**src/design/agc_cfg_consts.svh**
```systemverilog
`ifndef AGC_CFG_CONSTS_SVH
`define AGC_CFG_CONSTS_SVH

// ****************************************************************
// Register addresses (page 0 register numbers)
// ****************************************************************
`define ADDR_ENABLE_TARGET   8'h56
`define ADDR_HYST_NOISE      8'h57
`define ADDR_MAX_GAIN        8'h58
`define ADDR_ATTACK_TIME     8'h59

// ****************************************************************
// Reset values
// ****************************************************************
`define RST_ENABLE_TARGET    8'h00
`define RST_HYST_NOISE       8'h00
`define RST_MAX_GAIN         8'h7F
`define RST_ATTACK_TIME      8'h00
`define RDATA_UNMAPPED       8'h00

// ****************************************************************
// Field positions
// ****************************************************************
`define ENABLE_BIT           7
`define TARGET_HI            6
`define TARGET_LO            4
`define HYST_HI              7
`define HYST_LO              6
`define NOISE_HI             5
`define NOISE_LO             1
`define MAX_GAIN_HI          6
`define MAX_GAIN_LO          0
`define ATK_BASE_HI          7
`define ATK_BASE_LO          3
`define ATK_MUL_HI           2
`define ATK_MUL_LO           0

// ****************************************************************
// Decoding constants
// ****************************************************************
`define HYST_OFF_CODE        2'h3
`define NOISE_OFF_CODE       5'h00
`define NOISE_BASE_DB        7'h1C
`define MAX_GAIN_TOP_CODE    7'h77
`define ATK_UNIT_SHIFT       5

`endif

```
**src/design/agc_cfg_pkg.sv**
```systemverilog
package agc_cfg_pkg;

   typedef logic [7:0] reg_byte_t;

   typedef struct packed {
      reg_byte_t   enable_target;
      reg_byte_t   hyst_noise;
      reg_byte_t   max_gain;
      reg_byte_t   attack_time;
      reg_byte_t   rdata;
      logic        rd_valid;
      logic        agc_run;
      logic [5:0]  target_half_db;
      logic        hyst_en;
      logic [2:0]  hyst_db;
      logic        noise_det_en;
      logic [6:0]  noise_thresh_db;
      logic [6:0]  max_gain_half_db;
      logic [17:0] attack_periods;
   } cfg_state_s;

endpackage

```
**src/design/agc_cfg_if.sv**
```systemverilog
`timescale 1ns/1ps
`default_nettype none

interface agc_cfg_if;
   import agc_cfg_pkg::*;

   reg_byte_t   enable_target;
   reg_byte_t   hyst_noise;
   reg_byte_t   max_gain;
   reg_byte_t   attack_time;
   logic        agc_run;
   logic [5:0]  target_half_db;
   logic        hyst_en;
   logic [2:0]  hyst_db;
   logic        noise_det_en;
   logic [6:0]  noise_thresh_db;
   logic [6:0]  max_gain_half_db;
   logic [17:0] attack_periods;

   modport regs (
      output enable_target, hyst_noise, max_gain, attack_time,
      input  agc_run, target_half_db, hyst_en, hyst_db, noise_det_en,
      input  noise_thresh_db, max_gain_half_db, attack_periods
   );

   modport dec (
      input  enable_target, hyst_noise, max_gain, attack_time,
      output agc_run, target_half_db, hyst_en, hyst_db, noise_det_en,
      output noise_thresh_db, max_gain_half_db, attack_periods
   );

endinterface

`default_nettype wire

```
**src/design/agc_config_registers.sv**
```systemverilog
// Function
// - Gain control runs only while enable bit 7 of the first register is set.
// - Target level field bits 6..4 selects -5.5 down to -24 dB.
// - Hysteresis field bits 7..6 codes 0..2 give 1, 2, 4 dB.
// - Hysteresis code 3 disables hysteresis entirely.
// - Noise threshold code zero disables noise and silence detection.
// - Noise threshold is -30 dB at code 1, minus 2 dB per step.
// - Applied gain is limited to max-gain code times 0.5 dB; codes above 0x77 give 59.5 dB.
// - Base attack time is (2N+1) times 32 sample periods.
// - Attack time is multiplied by two to the power of bits 2..0.
`timescale 1ns/1ps
`default_nettype none
`include "agc_cfg_consts.svh"

module agc_config_registers
   import agc_cfg_pkg::*;
(
   input  wire logic        core_clk,          // Core clock, 100 MHz
   input  wire logic        rst_n,             // Synchronous reset, active low
   input  wire logic        reg_wr,            // Register write strobe
   input  wire logic        reg_rd,            // Register read strobe
   input  wire logic [7:0]  reg_addr,          // Page 0 register number
   input  wire logic [7:0]  reg_wdata,         // Write data
   output logic      [7:0]  reg_rdata,         // Read data, held until next read
   output logic             reg_rd_valid,      // Read data valid pulse
   output logic             agc_run,           // Gain loop enable
   output logic      [5:0]  target_half_db,    // Target level magnitude, 0.5 dB units
   output logic             hyst_en,           // Hysteresis in use
   output logic      [2:0]  hyst_db,           // Hysteresis in dB
   output logic             noise_det_en,      // Noise and silence detection on
   output logic      [6:0]  noise_thresh_db,   // Noise threshold magnitude in dB
   output logic      [6:0]  max_gain_half_db,  // Gain ceiling, 0.5 dB units
   output logic      [17:0] attack_periods     // Attack time in ADC sample periods
);

   // ****************************************************************
   // Address decode, shared by the write and read paths
   // ****************************************************************
   function automatic logic [2:0] reg_select(input logic [7:0] addr);
      case (addr)
         `ADDR_ENABLE_TARGET: reg_select = 3'h1;
         `ADDR_HYST_NOISE:    reg_select = 3'h2;
         `ADDR_MAX_GAIN:      reg_select = 3'h3;
         `ADDR_ATTACK_TIME:   reg_select = 3'h4;
         default:             reg_select = 3'h0;
      endcase
   endfunction

   cfg_state_s st_r;
   cfg_state_s st_nxt;
   logic [2:0] wr_sel;
   logic [2:0] rd_sel;

   agc_cfg_if cfg ();

   assign cfg.enable_target = st_r.enable_target;
   assign cfg.hyst_noise    = st_r.hyst_noise;
   assign cfg.max_gain      = st_r.max_gain;
   assign cfg.attack_time   = st_r.attack_time;

   agc_setting_decode u_decode (
      .cfg (cfg.dec)
   );

   // ****************************************************************
   // Next-state logic
   // ****************************************************************
   always_comb begin
      st_nxt = st_r;
      wr_sel = reg_select(reg_addr);
      rd_sel = reg_select(reg_addr);

      // Reserved bits are stored as written; the host keeps them zero.
      if (reg_wr) begin
         case (wr_sel)
            3'h1:    st_nxt.enable_target = reg_wdata;
            3'h2:    st_nxt.hyst_noise    = reg_wdata;
            3'h3:    st_nxt.max_gain      = reg_wdata;
            3'h4:    st_nxt.attack_time   = reg_wdata;
            default: st_nxt.enable_target = st_r.enable_target;
         endcase
      end

      // A read in the same cycle as a write returns the value before the write.
      st_nxt.rd_valid = reg_rd;
      if (reg_rd) begin
         case (rd_sel)
            3'h1:    st_nxt.rdata = st_r.enable_target;
            3'h2:    st_nxt.rdata = st_r.hyst_noise;
            3'h3:    st_nxt.rdata = st_r.max_gain;
            3'h4:    st_nxt.rdata = st_r.attack_time;
            default: st_nxt.rdata = `RDATA_UNMAPPED;
         endcase
      end

      // Decoded settings are registered so the gain loop sees glitch-free levels.
      st_nxt.agc_run          = cfg.agc_run;
      st_nxt.target_half_db   = cfg.target_half_db;
      st_nxt.hyst_en          = cfg.hyst_en;
      st_nxt.hyst_db          = cfg.hyst_db;
      st_nxt.noise_det_en     = cfg.noise_det_en;
      st_nxt.noise_thresh_db  = cfg.noise_thresh_db;
      st_nxt.max_gain_half_db = cfg.max_gain_half_db;
      st_nxt.attack_periods   = cfg.attack_periods;

      if (!rst_n) begin
         st_nxt                  = '0;
         st_nxt.enable_target    = `RST_ENABLE_TARGET;
         st_nxt.hyst_noise       = `RST_HYST_NOISE;
         st_nxt.max_gain         = `RST_MAX_GAIN;
         st_nxt.attack_time      = `RST_ATTACK_TIME;
         st_nxt.rdata            = `RDATA_UNMAPPED;
      end
   end

   // ****************************************************************
   // State register
   // ****************************************************************
   always_ff @(posedge core_clk) begin
      st_r <= st_nxt;
   end

   assign reg_rdata        = st_r.rdata;
   assign reg_rd_valid     = st_r.rd_valid;
   assign agc_run          = st_r.agc_run;
   assign target_half_db   = st_r.target_half_db;
   assign hyst_en          = st_r.hyst_en;
   assign hyst_db          = st_r.hyst_db;
   assign noise_det_en     = st_r.noise_det_en;
   assign noise_thresh_db  = st_r.noise_thresh_db;
   assign max_gain_half_db = st_r.max_gain_half_db;
   assign attack_periods   = st_r.attack_periods;

endmodule

`default_nettype wire

```
**src/design/agc_setting_decode.sv**
```systemverilog
`timescale 1ns/1ps
`default_nettype none
`include "agc_cfg_consts.svh"

module agc_setting_decode
   import agc_cfg_pkg::*;
(
   agc_cfg_if.dec cfg   // Raw register bytes in, decoded settings out
);

   // ****************************************************************
   // Lookup of the target level, as a magnitude in 0.5 dB steps
   // ****************************************************************
   function automatic logic [5:0] target_lookup(input logic [2:0] code);
      case (code)
         3'h0:    target_lookup = 6'h0B;
         3'h1:    target_lookup = 6'h10;
         3'h2:    target_lookup = 6'h14;
         3'h3:    target_lookup = 6'h18;
         3'h4:    target_lookup = 6'h1C;
         3'h5:    target_lookup = 6'h22;
         3'h6:    target_lookup = 6'h28;
         default: target_lookup = 6'h30;
      endcase
   endfunction

   logic [1:0] hyst_code;
   logic [4:0] noise_code;
   logic [6:0] gain_code;
   logic [4:0] atk_base;
   logic [2:0] atk_mul;

   always_comb begin
      hyst_code  = cfg.hyst_noise[`HYST_HI:`HYST_LO];
      noise_code = cfg.hyst_noise[`NOISE_HI:`NOISE_LO];
      gain_code  = cfg.max_gain[`MAX_GAIN_HI:`MAX_GAIN_LO];
      atk_base   = cfg.attack_time[`ATK_BASE_HI:`ATK_BASE_LO];
      atk_mul    = cfg.attack_time[`ATK_MUL_HI:`ATK_MUL_LO];

      cfg.agc_run        = cfg.enable_target[`ENABLE_BIT];
      cfg.target_half_db = target_lookup(cfg.enable_target[`TARGET_HI:`TARGET_LO]);

      // Code 3 turns hysteresis off; the dB figure is then zero as well.
      cfg.hyst_en = (hyst_code != `HYST_OFF_CODE);
      case (hyst_code)
         2'h0:    cfg.hyst_db = 3'h1;
         2'h1:    cfg.hyst_db = 3'h2;
         2'h2:    cfg.hyst_db = 3'h4;
         default: cfg.hyst_db = 3'h0;
      endcase

      cfg.noise_det_en = (noise_code != `NOISE_OFF_CODE);
      if (cfg.noise_det_en) begin
         cfg.noise_thresh_db = `NOISE_BASE_DB + {1'b0, noise_code, 1'b0};
      end else begin
         cfg.noise_thresh_db = 7'h00;
      end

      // Reserved gain codes are clamped so the loop never sees a gain above 59.5 dB.
      if (gain_code > `MAX_GAIN_TOP_CODE) begin
         cfg.max_gain_half_db = `MAX_GAIN_TOP_CODE;
      end else begin
         cfg.max_gain_half_db = gain_code;
      end

      cfg.attack_periods = 18'({12'h000, atk_base, 1'b1})
                           << (`ATK_UNIT_SHIFT + atk_mul);
   end

endmodule

`default_nettype wire

```
**config.mk**
```make
export PLATFORM = sky130hd
export DESIGN_NAME = agc_config_registers
export DESIGN_NICKNAME = d
export VERILOG_FILES = /design/src/design/agc_cfg_pkg.sv /design/src/design/agc_cfg_if.sv /design/src/design/agc_config_registers.sv /design/src/design/agc_setting_decode.sv
export VERILOG_INCLUDE_DIRS = /design/src /design/src/design
export SDC_FILE = /design/constraint.sdc
export NUM_CORES = 1
export LEC_CHECK = 0
export ABC_CLOCK_PERIOD_IN_PS = 3790
export BUFFER_PORTS_ARGS = -buffer_cell sky130_fd_sc_hd__buf_4
export CORE_ASPECT_RATIO = 0.7
export CORE_MARGIN = 1
export CORE_UTILIZATION = 58
export DETAILED_ROUTE_END_ITERATION = 10
export GPL_ROUTABILITY_DRIVEN = 0
export PLACE_DENSITY = 0.84
export SYNTH_ARGS = -nofsm -noshare
export SYNTH_HDL_FRONTEND = slang
export SYNTH_SLANG_ARGS = --single-unit
export TNS_END_PERCENT = 1
```
**constraint.sdc**
```tcl
create_clock -name core_clk -period 3.79 [get_ports core_clk]
set_input_delay 0 -clock core_clk [delete_from_list [all_inputs] [get_ports core_clk]]
set_output_delay 0 -clock core_clk [all_outputs]
set_load 0.05 [all_outputs]
```
==> run metrics <==
Worst-Margin Slew=0.832 ns; CTS sink cnt=84; Seq cells post-synth=84; critical path peak fanout=18; final hold vios=0; Post-Syn Area per Cell=9.14 µm²; power per cell area=374 nW/µm²; CP arrival=2.50 ns; CTS tree=yes; nets=467; Synth top area share=47.8%; Post-CTS Resized=0; Final Worst Setup Slack=1.50 ns; FP Rows=23; # H-tree levels=3; Netlist Area Pre-Place=3520 µm²; sequential fraction of the synthesis area=47.8%; Post-synth top flop=dfxtp_1; Post-CTS Hold Buffers=9; clock-pin slew on the worst setup and hold paths=0.09 ns; vias in the first global route=2699; Initial Utilization=60.8%; fmax=437 MHz; maxcap violations=0; Placed Area=3990 µm²; dpl cells=499; Die Ht=67.2 µm; Area contributors post-synth=dfxtp_1 (48%), mux2i_1 (8.2%), o21ai_0 (4.8%); DR WL/cell=15.4 µm; unrepaired setup endpoints after global routing=false; # setup viols final=0; crit path capture type=flop; Setup CP Type=reg -> reg; Worst Hold Class=in -> reg; reg2reg start=cfg.attack_time[0]$_SDFFE_PN0P_; Pleak=1.82 nW; Clk Latency, worst-skew pair=0.36 ns; Vias/cell=5.62; pin count of the biggest net entering global routing=79; syn nets=408; DRC errors left=0; Pins Over Slew Limit=0; Crit Reg-Reg Endpoint=attack_periods[8]$_SDFF_PN0_; synth cell count leaders=dfxtp_1 (84), nand2_1 (34), o21ai_0 (34); Via Count=2943; final instance area=4250 µm²; root buffer cell=clkbuf_8; WHS=0.0805 ns; global-route wire length before repair=13200 µm; Post-CTS Setup Bufs=0; Port Buffer Count=71; final WL=8070 µm; CP required=4.00 ns; clock skew=0.0142 ns; DR iter-0 viols=201; worst slack, placed=1.58 ns; CP Launch Type=flop; synth-to-layout area growth=20.7%; core region area=5780 µm²; cells after synthesis=385; relative max-transition margin=44.1%; Yosys warning total=0; FILL cells=427; setup_tns=0 ns; die area=6390 µm²; r2r worst-path depth=5; register-to-register setup slack=1.50 ns; GRT Overall Usage=27.6%; Ant. Diodes=0; worst hold stages=5; post-synth top area cell=dfxtp_1; Post-synth EDFFs=0; grt total ovfl=0; initial antenna violation count=0; CTS Buffer Depth=2; Num CTS Buffers=9; fin cells=524; Routed Antenna Nets=0; hold_sp=reg_addr[4]; run status=complete, no violations; most common cell in the synthesized netlist=dfxtp_1; Final period util=60.3%; share of cells above drive strength 1=23.2%; num ports=73; asr flop ratio synth=0%; distinct cell type count after synthesis=48; Die Wd=95.1 µm; maximum VDD drop=0.294 mV; Hold Path Sink=reg_rdata[5]$_SDFFE_PN0P_; Detail Placement HPWL=5490 µm; Final min period=2.29 ns; DRT Pass-1 Iters=6
==> cell families (layout without fill, tap and decap cells) <==
logic type,after synthesis,count (layout),share of synthesized area [%]
AND/OR/NAND/NOR,142,142,20.8
flip-flops,84,84,47.8
AO/OA/AOI/OAI,79,79,13.9
buffers and inverters,38,102,5.23
multiplexers,33,33,9.85
XOR/XNOR,5,5,1.24
adder cells (fa/ha/maj),3,3,1.07
other,1,1,0.107
==> how the worst max path moves through the flow <==
stage,start,end,slack [ns],cells past startpoint
CTS,cfg.attack_time[0]$_SDFFE_PN0P_,attack_periods[8]$_SDFF_PN0_,1.56,5
floorplan,cfg.attack_time[1]$_SDFFE_PN0P_,attack_periods[8]$_SDFF_PN0_,2.10,6
finish,cfg.attack_time[0]$_SDFFE_PN0P_,attack_periods[8]$_SDFF_PN0_,1.50,5
global route,cfg.attack_time[0]$_SDFFE_PN0P_,attack_periods[8]$_SDFF_PN0_,1.24,5
global placement,cfg.attack_time[0]$_SDFFE_PN0P_,attack_periods[9]$_SDFF_PN0_,1.66,5
detailed placement,cfg.attack_time[0]$_SDFFE_PN0P_,attack_periods[9]$_SDFF_PN0_,1.58,5
==> per-layer routing <==
metal,GRT usage (%),vias to the layer above,part of all wire (%)
li1,-,1445,-
met1,35.9,1356,44
met2,43.9,131,46
met3,7.66,11,8.1
met4,10.0,0,1.1
met5,0,-,0
==> layout make-up <==
type | count | area, µm² | area share [%]
sequential | 84 | 1680 | 39.6
multi-input combinational | 263 | 1650 | 38.9
timing repair buffer | 80 | 623 | 14.7
clock buffer | 9 | 124 | 2.92
tap | 75 | 93.8 | 2.21
clock inverter | 7 | 48.8 | 1.15
inverter | 6 | 22.5 | 0.530
==> metrics by stage <==
step                util, %  total power (W)
floorplan                 -         0.000991
global placement       68.9          0.00102
finish                 73.4          0.00159
detailed placement     68.9          0.00103
CTS                    73.4          0.00159
global route           73.4          0.00165
==> where the power goes <==
part | internal (W) | switching, W
Sequential | 0.000890 | 0.00000288
Clock | 0.000241 | 0.000331
Combinational | 0.0000441 | 0.0000774
==> registers in the layout, summed over array words and instances (netlist names), 3 cells and up <==
| register | flops |
|---|---|
| hyst_db | 3 |
| max_gain_half_db | 7 |
| attack_periods | 18 |
| cfg.enable_target | 8 |
| cfg.attack_time | 8 |
| cfg.hyst_noise | 8 |
| cfg.max_gain | 8 |
| reg_rdata | 8 |
| target_half_db | 6 |
| noise_thresh_db | 6 |
==> placed cells by master (no fill, tap or decap), types with 4 or more instances in the layout <==
| cell | count |
|---|---|
| o21ai_2 | 8 |
| nand3_1 | 26 |
| buf_4 | 71 |
| o21a_1 | 4 |
| and2_1 | 11 |
| nor3_1 | 12 |
| inv_1 | 6 |
| clkbuf_8 | 9 |
| nor2_1 | 28 |
| mux2i_1 | 29 |
| a21oi_1 | 10 |
| dfxtp_1 | 84 |
| a31oi_1 | 9 |
| o21ai_0 | 34 |
| dlygate4sd3_1 | 9 |
| nand2_1 | 34 |
| nor2b_1 | 12 |
==> worst max-delay path: stages, from the launching register on <==
cell	delay, ns
dfxtp_1	0.68
ha_1	0.54
mux2i_1	0.33
mux2i_1	0.18
a32oi_1	0.30
a21oi_1	0.11
(Power assumes the default switching activity.)
